### config.mk
export PLATFORM = sky130hd
export DESIGN_NAME = dfs_regs
export DESIGN_NICKNAME = d
export VERILOG_FILES = /design/src/logic/dfs_pkg.sv /design/src/logic/dfs_uld_filter.sv /design/src/logic/dfs_regs.sv
export VERILOG_INCLUDE_DIRS = /design/src /design/src/logic
export SDC_FILE = /design/constraint.sdc
export NUM_CORES = 1
export LEC_CHECK = 0
export ABC_AREA = 1
export BUFFER_PORTS_ARGS = -buffer_cell sky130_fd_sc_hd__buf_2
export CORE_ASPECT_RATIO = 0.5
export CORE_MARGIN = 1.5
export CORE_UTILIZATION = 40
export CTS_BUF_LIST = sky130_fd_sc_hd__clkbuf_4 sky130_fd_sc_hd__clkbuf_8 sky130_fd_sc_hd__clkbuf_16
export DETAILED_ROUTE_END_ITERATION = 16
export GPL_ROUTABILITY_DRIVEN = 0
export GPL_TIMING_DRIVEN = 1
export HOLD_SLACK_MARGIN = 0.15
export PLACE_DENSITY_LB_ADDON = 0.2
export SYNTH_ARGS = -nofsm -noshare
export SYNTH_HDL_FRONTEND = slang
export SYNTH_SLANG_ARGS = --single-unit
### constraint.sdc
create_clock -name i_mclk -period 5.3 [get_ports i_mclk]
set_input_delay 1.06 -clock i_mclk [delete_from_list [all_inputs] [get_ports i_mclk]]
set_output_delay 1.06 -clock i_mclk [all_outputs]
set_load 0.01 [all_outputs]
### src/logic/dfs_params.svh
// Constants for the driver fault status and configuration register group.
// Assumes inclusion by bare name from the package and the main module.
`ifndef DFS_PARAMS_SVH
`define DFS_PARAMS_SVH

// Register addresses (6-bit register index of the serial frame)
`define DFS_ADDR_ULD        6'h11
`define DFS_ADDR_SUPPLY     6'h12
`define DFS_ADDR_CONFIG     6'h3F

// Field positions
`define DFS_ULD_MSB         9
`define DFS_ULD_LSB         6
`define DFS_SUP_LOW_BIT     3
`define DFS_SUP_HIGH_BIT    2
`define DFS_CFG_TW_MASK     3
`define DFS_CFG_ULD_MASK    1
`define DFS_CFG_SWAP        0

// Reset value and config write mask
`define DFS_REG_RESET       16'h0000
`define DFS_CFG_WMASK       16'h000B

// Underload filter time in ns, and its cycle count at 125 MHz (round up)
`define DFS_CLK_PERIOD_NS   8
`define DFS_ULD_FILT_NS     200
`define DFS_ULD_FILT_CYC    ((`DFS_ULD_FILT_NS + `DFS_CLK_PERIOD_NS - 1) / `DFS_CLK_PERIOD_NS)
`define DFS_FILT_W          8

// Serial frame: 1 write bit, 6 address bits, 16 data bits, 1 spare
`define DFS_FRAME_BITS      24
`define DFS_CNT_W           5
`define DFS_ADDR_W          6
`define DFS_DATA_W          16
`define DFS_STAGES          4

`endif

### src/logic/dfs_pkg.sv
// Types shared by the fault status register group.
// Assumes dfs_params.svh is on the include path.
`default_nettype none
`include "dfs_params.svh"
package dfs_pkg;
    // One stage's measurement inputs
    typedef struct packed {
        logic on;
        logic undercurrent;
    } dfs_stage_s;

    // Serial receiver states
    typedef enum logic [1:0] {
        DFS_IDLE  = 2'b00,
        DFS_SHIFT = 2'b01,
        DFS_DONE  = 2'b10
    } dfs_link_e;

    typedef logic [`DFS_DATA_W-1:0] dfs_word_t;
endpackage
`default_nettype wire

### src/logic/dfs_uld_filter.sv
// One underload filter: counts cycles of low current while the stage is on.
// Assumes inputs already synchronised to i_mclk.
`default_nettype none
`include "dfs_params.svh"
module dfs_uld_filter
(
    input  wire logic               i_mclk,
    input  wire logic               i_rst,
    input  wire logic               i_ce,
    input  wire dfs_pkg::dfs_stage_s i_stage,
    output logic                    o_hit
);
    logic [`DFS_FILT_W-1:0] cnt_ff;
    logic [`DFS_FILT_W-1:0] nxt_cnt;
    logic                   hit_ff;
    logic                   nxt_hit;

    // Count only in on-mode; any good sample restarts the filter
    always_comb
    begin
        nxt_cnt = cnt_ff;
        nxt_hit = 1'b0;
        if (!(i_stage.on && i_stage.undercurrent))
            nxt_cnt = '0;
        else if (cnt_ff < `DFS_FILT_W'(`DFS_ULD_FILT_CYC))
            nxt_cnt = cnt_ff + 1'b1;
        if (i_stage.on && i_stage.undercurrent &&
            cnt_ff + 1'b1 >= `DFS_FILT_W'(`DFS_ULD_FILT_CYC))
            nxt_hit = 1'b1;
    end

    always_ff @(posedge i_mclk or posedge i_rst)
    begin
        if (i_rst)
        begin
            cnt_ff <= '0;
            hit_ff <= 1'b0;
        end
        else if (i_ce)
        begin
            cnt_ff <= nxt_cnt;
            hit_ff <= nxt_hit;
        end
    end

    assign o_hit = hit_ff;
endmodule
`default_nettype wire

### src/logic/dfs_regs.sv
// Fault status and configuration registers of the half-bridge driver.
// Assumes a host on a serial link (mode 0, MSB first) and analog
// comparators whose outputs arrive asynchronously.
//
// How it works
// - Four per-stage underload flags sit in bits 9..6 at 0x11.
// - Underload counts only while on; filter time must elapse first.
// - Any new stage underload also sets the global underload summary.
// - Config bit 1 set keeps the underload summary low.
// - Undervoltage turns all stages off and sets bit 3 at 0x12.
// - Overvoltage turns all stages off and sets bit 2 at 0x12.
// - Latch select low: stages return once supply is valid again.
// - Latch select high: stages stay off until host clears the flag.
// - Config bit 3 at 0x3F suppresses the thermal warning summary.
// - Config bit 0 maps bridge b onto modulation input a.
// - Modulation-selected bridge is on while its input pin is high and stages are enabled.
`default_nettype none
`include "dfs_params.svh"
module dfs_regs
(
    input  wire logic                   i_mclk,
    input  wire logic                   i_rst,
    input  wire logic                   i_ce,
    input  wire logic                   i_spi_sclk,
    input  wire logic                   i_spi_cs_n,
    input  wire logic                   i_spi_mosi,
    output logic                        o_spi_miso,
    input  wire logic [`DFS_STAGES-1:0] i_stage_on,
    input  wire logic [`DFS_STAGES-1:0] i_undercurrent,
    input  wire logic                   i_supply_low,
    input  wire logic                   i_supply_high,
    input  wire logic                   i_thermal_warning,
    input  wire logic                   i_supply_fault_latch_select,
    input  wire logic                   i_modulation_input_a,
    input  wire logic                   i_modulation_input_b,
    input  wire logic                   i_half_bridge_a_pwm_sel,
    input  wire logic                   i_half_bridge_b_pwm_sel,
    output logic                        o_stages_enable,
    output logic                        o_half_bridge_a,
    output logic                        o_half_bridge_b,
    output logic                        o_underload_summary,
    output logic                        o_thermal_warning_summary
);
    // ******************************************************************
    // Input synchronisers
    // ******************************************************************
    localparam int SYW = 7 + 2 * `DFS_STAGES;
    logic [SYW-1:0] sy1_ff;
    logic [SYW-1:0] sy2_ff;
    logic [SYW-1:0] nxt_sy1;
    logic [1:0]     warm_ff;
    logic [1:0]     nxt_warm;

    // Asynchronous pins but i_thermal_warning pass two flops; nothing reads sy1_ff but sy2_ff
    always_comb
    begin
        nxt_sy1 = {i_spi_sclk, i_spi_cs_n, i_spi_mosi, i_supply_low,
                   i_supply_high, i_modulation_input_a,
                   i_modulation_input_b, i_stage_on, i_undercurrent};
        // Synced levels are trusted only once both stages hold pin values
        nxt_warm = {warm_ff[0], 1'b1};
    end

    always_ff @(posedge i_mclk or posedge i_rst)
    begin
        if (i_rst)
        begin
            sy1_ff <= '0;
            warm_ff <= '0;
            sy2_ff <= '0;
        end
        else if (i_ce)
        begin
            sy1_ff <= nxt_sy1;
            warm_ff <= nxt_warm;
            sy2_ff <= sy1_ff;
        end
    end

    logic                   s_sclk;
    logic                   s_cs_n;
    logic                   s_mosi;
    logic                   s_uv;
    logic                   s_ov;
    logic                   s_pwm_a;
    logic                   s_pwm_b;
    logic [`DFS_STAGES-1:0] s_on;
    logic [`DFS_STAGES-1:0] s_uc;
    assign {s_sclk, s_cs_n, s_mosi, s_uv, s_ov, s_pwm_a, s_pwm_b,
            s_on, s_uc} = sy2_ff;

    // ******************************************************************
    // Underload filters, one per stage
    // ******************************************************************
    logic [`DFS_STAGES-1:0] uld_hit;
    genvar gi;
    generate
        for (gi = 0; gi < `DFS_STAGES; gi++)
        begin : g_uld
            dfs_uld_filter u_filt
            (
                .i_mclk  (i_mclk),
                .i_rst   (i_rst),
                .i_ce    (i_ce),
                .i_stage ({s_on[gi], s_uc[gi]}),
                .o_hit   (uld_hit[gi])
            );
        end
    endgenerate

    // ******************************************************************
    // Serial link receiver
    // ******************************************************************
    dfs_pkg::dfs_link_e         st_ff;
    dfs_pkg::dfs_link_e         nxt_st;
    logic                       sclk_d_ff;
    logic [`DFS_CNT_W-1:0]      bit_ff;
    logic [`DFS_CNT_W-1:0]      nxt_bit;
    logic [`DFS_FRAME_BITS-1:0] rx_ff;
    logic [`DFS_FRAME_BITS-1:0] nxt_rx;
    logic [`DFS_DATA_W-1:0]     tx_ff;
    logic [`DFS_DATA_W-1:0]     nxt_tx;
    logic                       miso_ff;
    logic                       nxt_miso;
    logic                       rd_pulse;
    logic                       wr_pulse;
    logic [`DFS_ADDR_W-1:0]     addr;
    logic                       sclk_rise;
    logic                       sclk_fall;
    logic [`DFS_ADDR_W-1:0]     hdr_addr;
    logic                       hdr_wr;

    // At the seventh rise the last address bit is still on the line
    assign hdr_wr   = rx_ff[`DFS_ADDR_W-1];
    assign hdr_addr = {rx_ff[`DFS_ADDR_W-2:0], s_mosi};

    assign sclk_rise = s_sclk && !sclk_d_ff;
    assign sclk_fall = !s_sclk && sclk_d_ff;
    assign addr      = rx_ff[`DFS_FRAME_BITS-2 -: `DFS_ADDR_W];

    // ******************************************************************
    // Register storage
    // ******************************************************************
    logic [`DFS_STAGES-1:0] uld_ff;
    logic [`DFS_STAGES-1:0] nxt_uld;
    logic                   uv_ff;
    logic                   nxt_uv;
    logic                   ov_ff;
    logic                   nxt_ov;
    dfs_pkg::dfs_word_t     cfg_ff;
    dfs_pkg::dfs_word_t     nxt_cfg;
    logic                   summ_ff;
    logic                   nxt_summ;
    logic                   en_ff;
    logic                   nxt_en;
    logic                   hba_ff;
    logic                   nxt_hba;
    logic                   hbb_ff;
    logic                   nxt_hbb;
    logic                   tw_ff;
    logic                   nxt_tw;
    dfs_pkg::dfs_word_t     rd_word;

    // Read mux: unmapped addresses and unused bits answer zero
    always_comb
    begin
        rd_word = `DFS_REG_RESET;
        case (hdr_addr)
            `DFS_ADDR_ULD:
                rd_word[`DFS_ULD_MSB:`DFS_ULD_LSB] = uld_ff;
            `DFS_ADDR_SUPPLY:
            begin
                rd_word[`DFS_SUP_LOW_BIT]  = uv_ff;
                rd_word[`DFS_SUP_HIGH_BIT] = ov_ff;
            end
            `DFS_ADDR_CONFIG:
                rd_word = cfg_ff;
            default:
                rd_word = `DFS_REG_RESET;
        endcase
    end

    // Frame state: address arrives in first 7 bits, reply follows in-frame
    always_comb
    begin
        nxt_st   = st_ff;
        nxt_bit  = bit_ff;
        nxt_rx   = rx_ff;
        nxt_tx   = tx_ff;
        nxt_miso = miso_ff;
        rd_pulse = 1'b0;
        wr_pulse = 1'b0;
        case (st_ff)
            dfs_pkg::DFS_IDLE:
            begin
                nxt_bit  = '0;
                nxt_miso = 1'b0;
                if (!s_cs_n)
                    nxt_st = dfs_pkg::DFS_SHIFT;
            end
            dfs_pkg::DFS_SHIFT:
            begin
                if (s_cs_n)
                    nxt_st = dfs_pkg::DFS_IDLE; // Short frame dropped
                else if (sclk_rise)
                begin
                    nxt_rx  = {rx_ff[`DFS_FRAME_BITS-2:0], s_mosi};
                    nxt_bit = bit_ff + 1'b1;
                    if (bit_ff == `DFS_CNT_W'(`DFS_ADDR_W))
                    begin
                        // Address now complete: latch reply word
                        nxt_tx   = rd_word;
                        rd_pulse = !hdr_wr;
                    end
                    if (bit_ff == `DFS_CNT_W'(`DFS_FRAME_BITS - 1))
                        nxt_st = dfs_pkg::DFS_DONE;
                end
                else if (sclk_fall && bit_ff > `DFS_CNT_W'(`DFS_ADDR_W))
                begin
                    nxt_miso = tx_ff[`DFS_DATA_W-1];
                    nxt_tx   = {tx_ff[`DFS_DATA_W-2:0], 1'b0};
                end
            end
            dfs_pkg::DFS_DONE:
            begin
                // Write commits only on a complete frame at chip deselect
                if (s_cs_n)
                begin
                    wr_pulse = rx_ff[`DFS_FRAME_BITS-1];
                    nxt_st   = dfs_pkg::DFS_IDLE;
                end
            end
            default:
                nxt_st = dfs_pkg::DFS_IDLE;
        endcase
    end

    logic rd_uld;
    logic rd_sup;
    assign rd_uld = rd_pulse &&
        hdr_addr == `DFS_ADDR_ULD;
    assign rd_sup = rd_pulse &&
        hdr_addr == `DFS_ADDR_SUPPLY;

    // Flags: a new event in the read cycle wins over the clear
    always_comb
    begin
        nxt_uld  = (rd_uld ? '0 : uld_ff) | uld_hit;
        nxt_uv   = (rd_sup ? 1'b0 : uv_ff) | s_uv;
        nxt_ov   = (rd_sup ? 1'b0 : ov_ff) | s_ov;
        nxt_cfg  = cfg_ff;
        if (wr_pulse && addr == `DFS_ADDR_CONFIG)
            nxt_cfg = rx_ff[`DFS_DATA_W:1] & `DFS_CFG_WMASK;
        // Summary follows any set stage flag unless masked
        nxt_summ = (|nxt_uld) && !cfg_ff[`DFS_CFG_ULD_MASK];
        nxt_tw   = i_thermal_warning && !cfg_ff[`DFS_CFG_TW_MASK];
        // Stages off immediately on a live fault; latched mode waits on flags
        // Warm-up keeps stages off while synchronisers hold reset zeros
        if (!warm_ff[1] || s_uv || s_ov)
            nxt_en = 1'b0;
        else if (i_supply_fault_latch_select)
            nxt_en = !(uv_ff || ov_ff);
        else
            nxt_en = 1'b1;
        // Modulation path; bridge b may borrow input a
        nxt_hba = i_half_bridge_a_pwm_sel && s_pwm_a && nxt_en;
        nxt_hbb = i_half_bridge_b_pwm_sel && nxt_en &&
                  (cfg_ff[`DFS_CFG_SWAP] ? s_pwm_a : s_pwm_b);
    end

    always_ff @(posedge i_mclk or posedge i_rst)
    begin
        if (i_rst)
        begin
            st_ff     <= dfs_pkg::DFS_IDLE;
            sclk_d_ff <= 1'b0;
            bit_ff    <= '0;
            rx_ff     <= '0;
            tx_ff     <= `DFS_REG_RESET;
            miso_ff   <= 1'b0;
            uld_ff    <= '0;
            uv_ff     <= 1'b0;
            ov_ff     <= 1'b0;
            cfg_ff    <= `DFS_REG_RESET;
            summ_ff   <= 1'b0;
            tw_ff     <= 1'b0;
            en_ff     <= 1'b0;
            hba_ff    <= 1'b0;
            hbb_ff    <= 1'b0;
        end
        else if (i_ce)
        begin
            st_ff     <= nxt_st;
            sclk_d_ff <= s_sclk;
            bit_ff    <= nxt_bit;
            rx_ff     <= nxt_rx;
            tx_ff     <= nxt_tx;
            miso_ff   <= nxt_miso;
            uld_ff    <= nxt_uld;
            uv_ff     <= nxt_uv;
            ov_ff     <= nxt_ov;
            cfg_ff    <= nxt_cfg;
            summ_ff   <= nxt_summ;
            tw_ff     <= nxt_tw;
            en_ff     <= nxt_en;
            hba_ff    <= nxt_hba;
            hbb_ff    <= nxt_hbb;
        end
    end

    // ******************************************************************
    // Outputs, all registered
    // ******************************************************************
    assign o_spi_miso                = miso_ff;
    assign o_stages_enable           = en_ff;
    assign o_half_bridge_a           = hba_ff;
    assign o_half_bridge_b           = hbb_ff;
    assign o_underload_summary       = summ_ff;
    assign o_thermal_warning_summary = tw_ff;
endmodule
`default_nettype wire

Word level (Yosys, flattened, before mapping)
Index checks and enable logic that the tools add are counted.
{ "word_totals": {"ff_bits": 131, "latchBits": 0, "ram_bits": 0, "mem_bits_ro": 0, "input_bits": 22, "word_cells": 152, "n_memories": 0} }
{ "op_classes": {"add_sub_neg": 5, "multipliers": 0, "n_div": 0, "magnitude_cmp": 9, "n_eq_ne": 21, "n_shift": 0, "mux": 43, "n_bitwise": 4, "n_reduce_logical": 44} }
{ "ops": {"columns": ["op", "n"], "rows": [
  ["two-way mux 8 bit", 8],
  ["two-way mux 16 bit", 3],
  ["adder 8 x 1 -> 8 bit (second input constant)", 4],
  ["greater-or-equal comparator 8 x 5 -> 1 bit (second input constant)", 4],
  ["less-than comparator 8 x 5 -> 1 bit (second input constant)", 4],
  ["logical AND 1 bit", 20],
  ["inequality test 2 bit (second input constant)", 10],
  ["two-way mux 1 bit", 18],
  ["AND reduction 5 bit", 3],
  ["equality test 6 x 5 -> 1 bit (second input constant)", 2],
  ["equality test 6 bit (second input constant)", 2],
  ["two-way mux 2 bit", 6],
  ["two-way mux 5 bit", 2],
  ["one-hot mux 5 bit (2 select lines)", 1],
  ["AND reduction 2 bit", 5],
  ["two-way mux 4 bit", 2],
  ["AND reduction 4 bit", 2],
  ["logical NOT 1 bit", 7],
  ["inequality test 3 bit (second input constant)", 2],
  ["one-hot mux 2 bit (3 select lines)", 1],
  ["adder 5 x 1 -> 5 bit (second input constant)", 1],
  ["equality test 5 x 3 -> 1 bit (second input constant)", 1],
  ["equality test 5 bit (second input constant)", 1],
  ["greater-than comparator 5 x 3 -> 1 bit (second input constant)", 1],
  ["12 further kinds", 16]
]} }

Longest topological paths before layout
Gate-level depths: netlist of run 1.
{ "logic_depth": {"ltp_word": 10, "ltp_mapped": 13} }

Hierarchy
From an unflattened synthesis of run 1, not the netlist that was laid out.
{ "unflattened": {"hier_cells": 777, "area_unflattened_um2": 6428.7} }
{ "modules_own_cells": {"columns": ["module", "instances", "cells_per_inst", "area_each_um2", "seq_area_each_um2"], "rows": [
  ["dfs_regs", 1, 461, 4061.4, 2377.3],
  ["dfs_uld_filter", 4, 79, 591.8, 225.2]
]} }

Worst setup path after synthesis of run 1
No wires, ideal clock.
{ "synth_path": {"path_kind": "in2reg", "startpoint": "in i_ce", "endpoint": "reg g_uld[0].u_filt.cnt_ff[1]", "t_arrival_ns": 1.782, "t_required_ns": 5.160, "path_slack_ns": 3.378, "cell_stages": 5, "cell_sequence": "inv_2 buf_2 buf_2 nor2_1 o22ai_1"} }
{ "synth_between": {"elab_chain_cells": 1} }
{ "synth_lines": {"columns": ["element", "line_no", "source"], "rows": [
  ["from (decl)", "dfs_regs.sv:23", "input wire logic i_ce,"],
  ["AND reduction 2 bit (no line)", null, null],
  ["to (signal assigned)", "dfs_uld_filter.sv:41", "cnt_ff <= nxt_cnt;"],
  ["to (decl)", "dfs_uld_filter.sv:13", "logic [`DFS_FILT_W-1:0] cnt_ff;"]
]} }
Every way passes these cells.
A chain may end at the register's enable or synchronous reset.

Worst setup path in the final report of run 1
{ "layout_path": {"startpoint": "in i_ce", "endpoint": "reg tx_ff[4]"} }
{ "layout_between": {"elab_chain_cells": 1} }
{ "layout_lines": {"columns": ["element", "line_no", "source"], "rows": [
  ["AND reduction 5 bit (no line)", null, null],
  ["to (signal assigned)", "dfs_regs.sv:279", "tx_ff <= `DFS_REG_RESET;"],
  ["to (signal assigned)", "dfs_regs.sv:297", "tx_ff <= nxt_tx;"],
  ["to (decl)", "dfs_regs.sv:121", "logic [`DFS_DATA_W-1:0] tx_ff;"]
]} }
Every way passes these cells.

==> results.rst, run 1 <==
.. list-table::
   :header-rows: 1

   * - Metric
     - Value
   * - Result of the run
     - completed
   * - Most area-hungry cell type in the Yosys netlist
     - sky130_fd_sc_hd__dfrtp_1
   * - Clk root buf
     - sky130_fd_sc_hd__clkbuf_16
   * - Global-route wire length before repair
     - between 20 and 25 mm
   * - Residual DRC count
     - 0
   * - Clock tree from TritonCTS
     - done
   * - Port bufs
     - 27
   * - Fmax
     - 0.311 GHz
   * - Unrepaired setup endpoints after global routing
     - no
   * - Syn-to-layout area delta
     - 15.2%
   * - HPWL after DPL
     - between 7 and 8 mm
   * - Total number of yosys warnings
     - 0
   * - Data required time of the critical path
     - between 5 and 6 ns
   * - Worst Setup End Kind
     - flip-flop
   * - Most area-consuming cells after synthesis
     - sky130_fd_sc_hd__dfrtp_1 55%, sky130_fd_sc_hd__nand2_1 10%, sky130_fd_sc_hd__inv_1 5.8%
   * - Non-filler cells in the finished layout
     - 937
   * - Vertical die dimension
     - 89.3 um
   * - Layout Cell Area excl Fill
     - 6870 sq um
   * - Number of clock sinks seen by CTS
     - 131
   * - Time the worst path needs with I/O delays and setup
     - approximately 3.2 ns
   * - Sequence of cells on the critical path
     - buf_2 > inv_2 > buf_4 > nor2_4 > nand2_2 > nand2_1 > nand2_2 > inv_1 > o21ai_0
   * - Number of global-route vias before repair
     - 4,418
   * - Instance area at placement
     - 6270 sq um
   * - Post-Syn Nets
     - 728
   * - Total core area
     - around 15,000 sq um
   * - Clk pwr share
     - 44.0%
   * - Highest-count cells in the layout ignoring fill and taps
     - 161 x sky130_fd_sc_hd__nand2_1, 131 x sky130_fd_sc_hd__dfrtp_1, 91 x sky130_fd_sc_hd__inv_1
   * - # hold bufs at CTS
     - 0
   * - Clock-pin slew reported for the worst setup and hold paths after clock tree synthesis
     - ~0.05 ns
   * - Number of synthesized flops with an enable pin
     - 0
   * - Remaining max-slew budget at the tightest pin
     - ~40%
   * - Top-area cell type share of the netlist area
     - a little over half
   * - Total routing usage reported by global routing
     - between 10% and 20%
   * - Async set-reset flop share out of synthesis
     - 100%
   * - Pin slew with the least headroom to its limit
     - ~0.91 ns
   * - Synth cell types
     - 36
   * - Critical Path Source
     - i_ce
   * - Peak supply drop
     - ~0.26 mV
   * - Mean cell area of the mapped netlist
     - between 8 and 9 sq um
   * - Net switching component of the power
     - between 0.0007 and 0.0008 W
   * - Number of instances in the synthesized netlist
     - slightly below 700
   * - Register bit count reported by yosys
     - roughly 130
   * - Count of pins over their slew limit
     - 0
   * - Clock buffer count from CTS
     - 17
   * - Hold Violations, Final
     - 0
   * - Share of the yosys chip area belonging to registers
     - between 50% and 60%
   * - Resized cells post-CTS
     - 0
   * - Type of the worst setup path
     - primary input to flip-flop
   * - Setup slack, reg-to-reg
     - approximately 2.8 ns
   * - Number of fill cells
     - roughly 1,400
   * - Proportion of layout cells with a drive suffix above 1
     - between 10% and 20%
   * - Initial core utilization
     - between 40% and 50%
   * - Net count, final
     - 758
   * - Setup TNS
     - 0 ns
   * - Pin count of the biggest net entering global routing
     - between 70 and 80
   * - Worst endpoint data arrival time
     - 3.50 ns
   * - Share of the cycle needed by the critical path after routing
     - ~61%
   * - Num ports
     - 28
   * - Startpoint of the worst register-to-register path
     - sy2_ff[14]
   * - Leakage power summed over all cells
     - approximately 3.2 nW
   * - Net switching share of the total power
     - 26.3%
   * - Number of cells after detailed placement
     - just over 900
   * - Number of violations of the max-capacitance limit
     - 0
   * - Top fanout value on the critical path
     - 56
   * - Antenna diode count
     - 0
   * - Antenna viol nets, final
     - 0
   * - Iter 0 DRT Violations
     - around 340
   * - Setup Skew
     - 0.0114 ns
   * - Hold Crit Class
     - flip-flop to flip-flop
   * - Site row count
     - 31
   * - Worst slack on hold paths
     - between 0.4 and 0.5 ns
   * - Number of detailed-routing iterations run before antenna repair
     - 5
   * - Detailed-route vias per instance
     - 4.81
   * - Maximum level of the CTS H-tree
     - 4
   * - Slowest library cell on the worst path
     - sky130_fd_sc_hd__buf_2
   * - Total overflow reported by the global router
     - 0
   * - Die Wd
     - between 150 and 200 um
   * - Max clock buf depth
     - 2
   * - Combined area of all synthesized cells
     - between 5000 and 6000 sq um
   * - Pwr per Cell Area
     - roughly 400 nW/um^2
   * - Most frequent standard cell in the layout excluding fill and tap cells
     - sky130_fd_sc_hd__nand2_1
   * - Worst-Skew Late Latency
     - between 0.4 and 0.5 ns
   * - Final setup vio count
     - 0
   * - Crit path largest cell delay
     - slightly above 0.6 ns
   * - Cell-internal power
     - 0.00199 W
   * - Combinational group share of total power
     - a little under an eighth
   * - Startpoint types
     - primary input
   * - Number of antenna violations at the first check in global routing
     - 1
   * - Launch point of the worst hold path
     - warm_ff[0]
   * - Dominant register cell in the synthesized netlist
     - sky130_fd_sc_hd__dfrtp_1
   * - Post-detailed-route wirelength per cell
     - around 12 um
   * - Setup bufs post-CTS
     - 0
   * - Most Frequent Cell on Critical Path
     - sky130_fd_sc_hd__nand2_2
   * - Final WL
     - around 12 mm
   * - Total Die Area
     - around 16,000 sq um
   * - Sequential power share
     - 44.3%
   * - Total via count in the routed design
     - 4,506
   * - Core utilization of the finished layout
     - 47.4%
## worst paths after layout
check	end	cells after the start
max	tx_ff[4]	9
min	warm_ff[0]	1
max reg2reg	tx_ff[4]	7
min reg2reg	warm_ff[0]	1
max in group asynchronous	g_uld[3].u_filt.cnt_ff[6]	3
min in group asynchronous	g_uld[0].u_filt.cnt_ff[1]	2
## worst max-delay path, delay by kind of cell
kind                   cells  cell delay, ns
AOI/OAI and AO/OA          1            0.09
and+or+nand+nor            4            1.15
buffers and inverters      4            1.14
## per-layer routing
layer | vias to the layer above | track usage, % | share of wire (%)
li1 | 2311 | - | -
met3 | 6 | 4.51 | 2.9
met1 | 2143 | 21.4 | 51
met5 | - | 0 | 0
met2 | 46 | 26.8 | 45
met4 | 0 | 6.06 | 0.53
## layout make-up
type	instances	area (sq um)	area share, %
Sequential cell	131	3280	47.7
Multi-Input combinational cell	449	2220	32.4
Clock buffer	21	462	6.72
Inverter	97	367	5.34
Tap cell	198	248	3.61
Timing Repair Buffer	30	158	2.29
Clock inverter	11	135	1.97
## metrics by stage
step / total power [W] / setup WS, ns
after floorplan: 0.00144 / 0.742
after global placement: 0.00152 / 1.70
after detailed placement: 0.00153 / 1.69
after CTS: 0.00273 / 2.11
after global routing: 0.00285 / 1.74
final: 0.00270 / 2.09
## flip-flops by register name (all words and copies together), names as in the netlist, 2 cells and up
register             count
tx_ff                   16
cfg_ff                   3
warm_ff                  2
g_uld.u_filt.o_hit       4
rx_ff                   24
bit_ff                   5
uld_ff                   4
sy2_ff                  15
sy1_ff                  15
st_ff                    2
g_uld.u_filt.cnt_ff     32
## synth_stat cells (all sizes together) (2+ instances only)
library cell	count
a21oi	13
a22o	5
a22oi	6
a31oi	5
buf	10
clkbuf	9
dfrtp	131
ha	10
inv	96
nand2	163
nand3	28
nand3b	2
nand4	9
nor2	71
nor3	9
nor4	2
o21ai	85
o22ai	16
o31ai	2
or2	2
xnor2	3
xor2	12
## power by group through the flow
stage	clock network, W	logic, W	registers (W)
after floorplan	0	0.000243	0.00120
after global placement	0	0.000310	0.00121
after detailed placement	0	0.000320	0.00122
after CTS	0.00121	0.000322	0.00120
after global routing	0.00126	0.000372	0.00122
final	0.00119	0.000314	0.00120
## kinds of logic (layout without fill, tap and decap cells)
| logic type | after synthesis | after routing | synth area share, % |
|---|---|---|---|
| simple gates | 287 | 287 | 20.0 |
| compound gates | 137 | 137 | 12.9 |
| flops | 131 | 131 | 55.0 |
| buf+inv | 116 | 159 | 7.72 |
| xor+xnor | 15 | 15 | 2.20 |
| fa+ha+maj | 10 | 10 | 2.10 |
No activity file was read; power rests on OpenSTA's default activity.
==> run 2: changes to the inputs <==
ABC_AREA = 0   (was 1)
clock period = 2.75 ns   (was 5.3 ns; I/O delays follow)
==> run 2 against run 1 <==
Against the previous run:
- count of clock-buffer cells in the layout decreased by 1
- sequential share of layout area decreased by 1.1 points
- synthesized cell count decreased by 27%
- non-clock buffer count increased by 4
- cell area increased by 2.4%
- setup slack got worse by 1.3 ns
- power increased by 85%
- utilization increased by 0.77 points
- flip-flop and latch count unchanged
- global-route usage decreased by 0.20 points
- die area increased by 1.3%
- critical path depth decreased by 2
==> results.rst, run 2 <==
.. list-table::
   :header-rows: 1

   * - Metric
     - Value
   * - Total overflow reported by the global router
     - 0
   * - Worst endpoint data arrival time
     - about 2.3 ns
   * - Post-detailed-route wirelength per cell
     - between 15 and 20 um
   * - Top fanout value on the critical path
     - 24
   * - Site row count
     - 31
   * - Share of the cycle needed by the critical path after routing
     - between 70% and 80%
   * - Resized cells post-CTS
     - 0
   * - Clock buffer count from CTS
     - 17
   * - Startpoint of the worst register-to-register path
     - bit_ff[0]
   * - Data required time of the critical path
     - 3.05 ns
   * - Iter 0 DRT Violations
     - 253
   * - Die Wd
     - roughly 180 um
   * - Library cell with the highest instance count after synthesis
     - sky130_fd_sc_hd__dfrtp_1
   * - Top-area cell type share of the netlist area
     - between 50% and 60%
   * - Startpoint types
     - flip-flop
   * - Number of detailed-routing iterations run before antenna repair
     - 4
   * - Critical Path Source
     - bit_ff[0]
   * - Total number of yosys warnings
     - 0
   * - Placement Setup Slack
     - approximately 0.77 ns
   * - Worst reg2reg path endpoint
     - tx_ff[3]
   * - Proportion of layout cells with a drive suffix above 1
     - between 20 and 25%
   * - Pin slew with the least headroom to its limit
     - around 0.7 ns
   * - Synth cell types
     - roughly 60
   * - Worst Setup End Kind
     - flip-flop
   * - Global-route wire length before repair
     - 20.4 mm
   * - Register bit count reported by yosys
     - approximately 130
   * - Most area-hungry cell type in the Yosys netlist
     - sky130_fd_sc_hd__dfrtp_1
   * - Number of violations of the max-capacitance limit
     - 0
   * - Number of clock sinks seen by CTS
     - 131
   * - Worst r2r path cells
     - 7
   * - Antenna diode count
     - 0
   * - Number of global-route vias before repair
     - between 4,000 and 5,000
   * - Post-route worst setup slack
     - around 0.76 ns
   * - Residual DRC count
     - 0
   * - Antenna viol nets, final
     - 0
   * - Async set-reset flop share out of synthesis
     - between 90% and 100%
   * - Final setup vio count
     - 0
   * - Result of the run
     - completed
   * - Number of synthesized flops with an enable pin
     - 0
   * - Dominant register cell in the synthesized netlist
     - sky130_fd_sc_hd__dfrtp_1
   * - Number of cells after detailed placement
     - ~730
   * - Maximum level of the CTS H-tree
     - 4
   * - Setup bufs post-CTS
     - 0
   * - Instance area at placement
     - around 6400 sq um
   * - Setup TNS
     - 0 ns
   * - Largest registers
     - g_uld.u_filt.cnt_ff x32, rx_ff x24, tx_ff x16
   * - Time the worst path needs with I/O delays and setup
     - 1.99 ns
   * - Detailed-route vias per instance
     - a little over 5
   * - Setup Skew
     - between 0.008 and 0.009 ns
   * - Pwr per Cell Area
     - around 710 nW/um^2
   * - Clk root buf
     - sky130_fd_sc_hd__clkbuf_16
   * - Most frequent standard cell in the layout excluding fill and tap cells
     - sky130_fd_sc_hd__dfrtp_1
   * - Non-filler cells in the finished layout
     - 760
   * - Hold Crit Class
     - primary input to async pin
   * - Worst-Skew Late Latency
     - 0.41 ns
   * - Syn-to-layout area delta
     - 16.5%
   * - Number of instances in the synthesized netlist
     - ~510
   * - Pin count of the biggest net entering global routing
     - 45
   * - Net count, final
     - slightly below 600
   * - Vertical die dimension
     - about 90 um
   * - List of most frequent post-synthesis cells
     - 131 x sky130_fd_sc_hd__dfrtp_1, 46 x sky130_fd_sc_hd__nand2_1, 34 x sky130_fd_sc_hd__mux2_2, 26 x sky130_fd_sc_hd__o21ai_0, 22 x sky130_fd_sc_hd__nor2_1
   * - Port bufs
     - 27
   * - # hold bufs at CTS
     - 0
   * - Setup slack, reg-to-reg
     - approximately 0.76 ns
   * - Combined area of all synthesized cells
     - a little over 6000 sq um
   * - Number of antenna violations at the first check in global routing
     - 0
   * - Remaining max-slew budget at the tightest pin
     - between 50% and 60%
   * - Highest-count cells in the layout ignoring fill and taps
     - 131 x sky130_fd_sc_hd__dfrtp_1, 46 x sky130_fd_sc_hd__nand2_1, 34 x sky130_fd_sc_hd__mux2_2
   * - Total core area
     - between 10,000 and 15,000 sq um
   * - Max reg flops
     - 32
   * - Most area-consuming cells after synthesis
     - sky130_fd_sc_hd__dfrtp_1 54%, sky130_fd_sc_hd__mux2_2 6.3%, sky130_fd_sc_hd__mux2_4 5.0%
   * - Register containing the most flip-flops in the final layout
     - g_uld.u_filt.cnt_ff
   * - Layout Cell Area excl Fill
     - 7040 sq um
   * - Clock tree from TritonCTS
     - done
   * - Num ports
     - 28
   * - Total routing usage reported by global routing
     - about 16%
   * - Unrepaired setup endpoints after global routing
     - no
   * - Count of pins over their slew limit
     - 0
   * - Clock-pin slew reported for the worst setup and hold paths after clock tree synthesis
     - 0.06 ns
   * - Capturing element of the worst setup path
     - tx_ff[3]
   * - Max clock buf depth
     - 2
   * - Worst slack on hold paths
     - around 0.25 ns
   * - Total Die Area
     - around 16,000 sq um
   * - Peak supply drop
     - 0.470 mV
   * - Post-Syn Nets
     - 541
   * - Initial core utilization
     - between 40% and 50%
   * - Type of the worst setup path
     - flip-flop to flip-flop
   * - Number of fill cells
     - approximately 1,300
   * - Fmax
     - 0.502 GHz
   * - Mean cell area of the mapped netlist
     - approximately 12 sq um
   * - Leakage power summed over all cells
     - around 3.2 nW
   * - Total via count in the routed design
     - approximately 3,900
   * - HPWL after DPL
     - between 7 and 8 mm
   * - Hold Violations, Final
     - 0
   * - Share of the yosys chip area belonging to registers
     - 54.3%
   * - Final WL
     - between 10 and 15 mm
[run 2: area by class of cell]
cell class,instances,area (sq um),area share [%]
Tap cell,198,248,3.52
Clock inverter,12,154,2.19
Clock buffer,20,467,6.63
Sequential cell,131,3280,46.6
Timing Repair Buffer,34,213,3.02
Multi-Input combinational cell,352,2630,37.3
Inverter,13,52.6,0.747
[run 2: worst min path at each step]
stage            endpoint  cells past startpoint
6_report       sy2_ff[14]                      2
5_1_grt          tx_ff[9]                      2
4_1_cts        sy2_ff[14]                      2
3_5_place_dp   warm_ff[0]                      1
3_3_place_gp   warm_ff[0]                      1
2_1_floorplan  warm_ff[0]                      1
[run 2: cell families (layout without fill, tap and decap cells)]
family	after synthesis	after routing	synth area share (%)
flip-flops	131	131	54.3
adder cells (fa/ha/maj)	10	10	2.07
multiplexers	64	64	13.2
buffers and inverters	26	79	2.26
AO/OA/AOI/OAI	110	110	12.4
XOR/XNOR	6	6	0.870
AND/OR/NAND/NOR	162	162	14.9
[run 2: critical path, stage by stage, from the launching register on]
cell and delay [ns]:
sky130_fd_sc_hd__dfrtp_1 0.42, sky130_fd_sc_hd__inv_1 0.07, sky130_fd_sc_hd__ha_1 0.13, sky130_fd_sc_hd__nand4bb_1 0.22, sky130_fd_sc_hd__and4b_4 0.28, sky130_fd_sc_hd__o21ai_4 0.50, sky130_fd_sc_hd__a31oi_1 0.08, sky130_fd_sc_hd__a21o_1 0.17
[run 2: through the flow]
| stage | total power (W) | util [%] |
|---|---|---|
| 2_1_floorplan | 0.00256 | - |
| 3_3_place_gp | 0.00269 | 43.9 |
| 3_5_place_dp | 0.00270 | 43.9 |
| 4_1_cts | 0.00507 | 48.1 |
| 5_1_grt | 0.00523 | 48.1 |
| 6_report | 0.00501 | 48.1 |
[run 2: routing by layer]
layer  global-route usage [%]  wire [um]
met1                     23.3       5950
met2                     23.8       5070
met3                     3.68        286
met4                     6.50        162
met5                        0          0
[run 2: report_power, final]
part | total (W) | switching [W] | internal [W] | leakage, nW
combinational | 0.000462 | 0.000240 | 0.000222 | 1.20
clock | 0.00234 | 0.000843 | 0.00150 | 0.298
sequential | 0.00221 | 0.000146 | 0.00206 | 1.71
total | 0.00501 | 0.00123 | 0.00378 | 3.21
==> run 3: changes to the inputs <==
ABC_AREA = 1   (was 0)
clock period = 1.7 ns   (was 2.75 ns; I/O delays follow)
==> run 3 against run 2 <==
Against the previous run:
- first-iteration DRC count up 0.40%
- largest cell class unchanged
- largest power group is now sequential cells
- critical path type unchanged
- via count increased by 17%
- worst hold slack got worse by 0.082 ns
- non-clock buffer count is 19 higher
- critical path depth rose by 6
- power rose by 63%
- fmax grew 21%
- critical endpoint is now o_underload_summary
- utilization grew 0.95 points
- combinational power increased by 130%
- sequential share of layout area is 0.53 points lower
- die area fell by 1.3%
- clock skew is 0.0012 ns higher
==> results.rst, run 3 (synthesized netlist as in run 1, its figures left out) <==
.. list-table::
   :header-rows: 1

   * - Metric
     - Value
   * - Total Die Area
     - between 15,000 and 20,000 sq um
   * - Pwr per Cell Area
     - 1150 nW/um^2
   * - Crit path largest cell delay
     - ~0.4 ns
   * - Total via count in the routed design
     - ~4,600
   * - Fmax
     - approximately 0.61 GHz
   * - Number of fill cells
     - ~1,400
   * - Total routing usage reported by global routing
     - roughly 17%
   * - Top fanout value on the critical path
     - 4
   * - Instance area at placement
     - roughly 6400 sq um
   * - Combinational group share of total power
     - 13.2%
   * - Register containing the most flip-flops in the final layout
     - g_uld.u_filt.cnt_ff
   * - Critical Path Source
     - bit_ff[0]
   * - Residual DRC count
     - 0
   * - Antenna diode count
     - 0
   * - Largest registers
     - g_uld.u_filt.cnt_ff x32, rx_ff x24, tx_ff x16
   * - Die Wd
     - between 150 and 200 um
   * - Number of detailed-routing iterations run before antenna repair
     - 4
   * - Time the worst path needs with I/O delays and setup
     - about 1.6 ns
   * - Global-route wire length before repair
     - 20.5 mm
   * - Site row count
     - 31
   * - Pin slew with the least headroom to its limit
     - between 0.3 and 0.4 ns
   * - Detailed-route vias per instance
     - slightly below 5
   * - Sequence of cells on the critical path
     - inv_1 > ha_1 > nand2_1 > clkinv_1 > nand2_1 > nor2_1 > nand3_2 > nand2_1 > nand2_1 > nor2_1 > nand2_1 > nand2_1 > nand2_1
   * - Setup slack, reg-to-reg
     - 0.05 ns
   * - Setup Skew
     - around 0.0093 ns
   * - Layout Cell Area excl Fill
     - roughly 7000 sq um
   * - Post-route worst setup slack
     - 0.0526 ns
   * - Buffers plus inverters on the worst setup path
     - 2
   * - Clk root buf
     - sky130_fd_sc_hd__clkbuf_16
   * - Pin count of the biggest net entering global routing
     - 52
   * - Result of the run
     - completed
   * - Data required time of the critical path
     - around 2.0 ns
   * - Share of the cycle needed by the critical path after routing
     - around 97%
   * - Post-detailed-route wirelength per cell
     - between 10 and 15 um
   * - Clk pwr share
     - roughly two fifths
   * - Startpoint of the worst register-to-register path
     - bit_ff[0]
   * - Antenna viol nets, final
     - 0
   * - Count of pins over their slew limit
     - 0
   * - Total core area
     - 14,500 sq um
   * - Cell-internal power
     - between 0.005 and 0.006 W
   * - Syn-to-layout area delta
     - 19.4%
   * - Clock-pin slew reported for the worst setup and hold paths after clock tree synthesis
     - 0.06 ns
   * - Num ports
     - 28
   * - Number of violations of the max-capacitance limit
     - 0
   * - Number of antenna violations at the first check in global routing
     - 0
   * - Proportion of layout cells with a drive suffix above 1
     - 13.0%
   * - Number of clock sinks seen by CTS
     - between 100 and 150
   * - Max reg flops
     - 32
   * - Hold Crit Class
     - primary input to flip-flop
   * - Worst reg2reg path endpoint
     - o_underload_summary
   * - Worst Setup End Kind
     - flip-flop
   * - Number of global-route vias before repair
     - about 4,300
   * - Worst endpoint data arrival time
     - around 1.9 ns
   * - Final WL
     - ~12 mm
   * - Clock tree from TritonCTS
     - done
   * - Number of cells on the worst hold path
     - 3
   * - Max clock buf depth
     - 2
   * - Hold Violations, Final
     - 0
   * - Net switching share of the total power
     - 27.4%
   * - Total overflow reported by the global router
     - 0
   * - Peak supply drop
     - about 0.7 mV
   * - Sequential power share
     - 45.8%
   * - Capturing element of the worst setup path
     - o_underload_summary
   * - Slowest library cell on the worst path
     - sky130_fd_sc_hd__dfrtp_1
   * - Placement Setup Slack
     - -0.0367 ns
   * - Initial core utilization
     - between 40% and 50%
   * - Critical path's top delay family
     - simple AND/OR/NAND/NOR gates
   * - Non-filler cells in the finished layout
     - ~960
   * - Setup TNS
     - 0 ns
   * - Number of cells after detailed placement
     - 917
   * - Stages on worst setup path
     - 13
   * - Most frequent standard cell in the layout excluding fill and tap cells
     - sky130_fd_sc_hd__nand2_1
   * - Net switching component of the power
     - around 0.0022 W
   * - Iter 0 DRT Violations
     - 254
   * - Highest-count cells in the layout ignoring fill and taps
     - 160 x sky130_fd_sc_hd__nand2_1, 131 x sky130_fd_sc_hd__dfrtp_1, 89 x sky130_fd_sc_hd__inv_1
   * - Final setup vio count
     - 0
   * - Startpoint types
     - flip-flop
   * - Maximum level of the CTS H-tree
     - 4
   * - Leakage power summed over all cells
     - 3.33 nW
   * - HPWL after DPL
     - just over 8 mm
   * - Port bufs
     - 27
   * - Type of the worst setup path
     - flip-flop to flip-flop
   * - Net count, final
     - a little under 800
   * - Core utilization of the finished layout
     - between 40% and 50%
   * - Worst r2r path cells
     - 13
   * - Unrepaired setup endpoints after global routing
     - yes
   * - Vertical die dimension
     - 89.3 um
   * - Most Frequent Cell on Critical Path
     - sky130_fd_sc_hd__nand2_1
   * - Clock buffer count from CTS
     - 17
   * - Worst-Skew Late Latency
     - around 0.4 ns
   * - Remaining max-slew budget at the tightest pin
     - about three quarters
run 3: changes by cell type in the layout (fill, tap and decap cells not counted), sizes merged, moves of 11 or more:
cell / change
mux2: -64
nand2: +117
inv: +82
o22ai: +16
o21ai: +46
and3: -11
and2: -15
a22o: -15
nand3: +12
nor2: +48
run 3: worst register-to-register path: stages (launching register included):
cell and delay (ns):
sky130_fd_sc_hd__dfrtp_1 0.40, sky130_fd_sc_hd__inv_1 0.11, sky130_fd_sc_hd__ha_1 0.15, sky130_fd_sc_hd__nand2_1 0.05, sky130_fd_sc_hd__clkinv_1 0.06, sky130_fd_sc_hd__nand2_1 0.09, sky130_fd_sc_hd__nor2_1 0.13, sky130_fd_sc_hd__nand3_2 0.13
sky130_fd_sc_hd__nand2_1 0.10, sky130_fd_sc_hd__nand2_1 0.05, sky130_fd_sc_hd__nor2_1 0.09, sky130_fd_sc_hd__nand2_1 0.05, sky130_fd_sc_hd__nand2_1 0.05, sky130_fd_sc_hd__nand2_1 0.05
run 3: timing repair:
item / CTS / global route
hold buffers: 10 / 0
cloned: 0 / 1
gates resized for setup: 1 / 12
hold endpoints to repair: 18 / 0
pin swaps: 0 / 1
setup endpoints to repair: 15 / 38
setup buffers: 0 / 1
run 3: worst min path at each step:
stage	from	end
2_1_floorplan	warm_ff[0]	warm_ff[0]
3_3_place_gp	i_rst	tx_ff[11]
3_5_place_dp	i_rst	tx_ff[11]
4_1_cts	i_stage_on[0]	sy1_ff[4]
5_1_grt	i_undercurrent[3]	sy1_ff[3]
6_report	i_stage_on[1]	sy1_ff[5]
run 3: layer usage:
layer / up-vias / global-route usage [%] / routed length, um
met3: 7 / 3.40 / 298
met5: - / 0 / 0
met1: 2183 / 22.0 / 6170
met4: 0 / 6.60 / 89
li1: 2370 / - / -
met2: 57 / 26.8 / 5430
run 3: power groups by stage:
stage / Clock (W) / Combinational (W) / Sequential [W]
global route: 0.00357 / 0.00125 / 0.00379
CTS: 0.00345 / 0.00107 / 0.00374
detailed placement: 0 / 0.00105 / 0.00379
finish: 0.00336 / 0.00107 / 0.00374
global placement: 0 / 0.00102 / 0.00378
floorplan: 0 / 0.000757 / 0.00374
run 3: stage by stage:
step	power [W]	hold WS, ns
after floorplan	0.00450	0.437
after global placement	0.00480	0.329
after detailed placement	0.00483	0.329
after CTS	0.00826	0.150
after global routing	0.00862	0.163
final	0.00817	0.165
run 3: cell type report:
cell class | count | area [sq um] | area share [%]
tap | 198 | 248 | 3.48
sequential | 131 | 3280 | 46.0
clock buffer | 23 | 495 | 6.96
timing repair buffer | 53 | 409 | 5.75
inverter | 97 | 368 | 5.17
clock inverter | 9 | 55.1 | 0.773
multi-input combinational | 450 | 2270 | 31.8
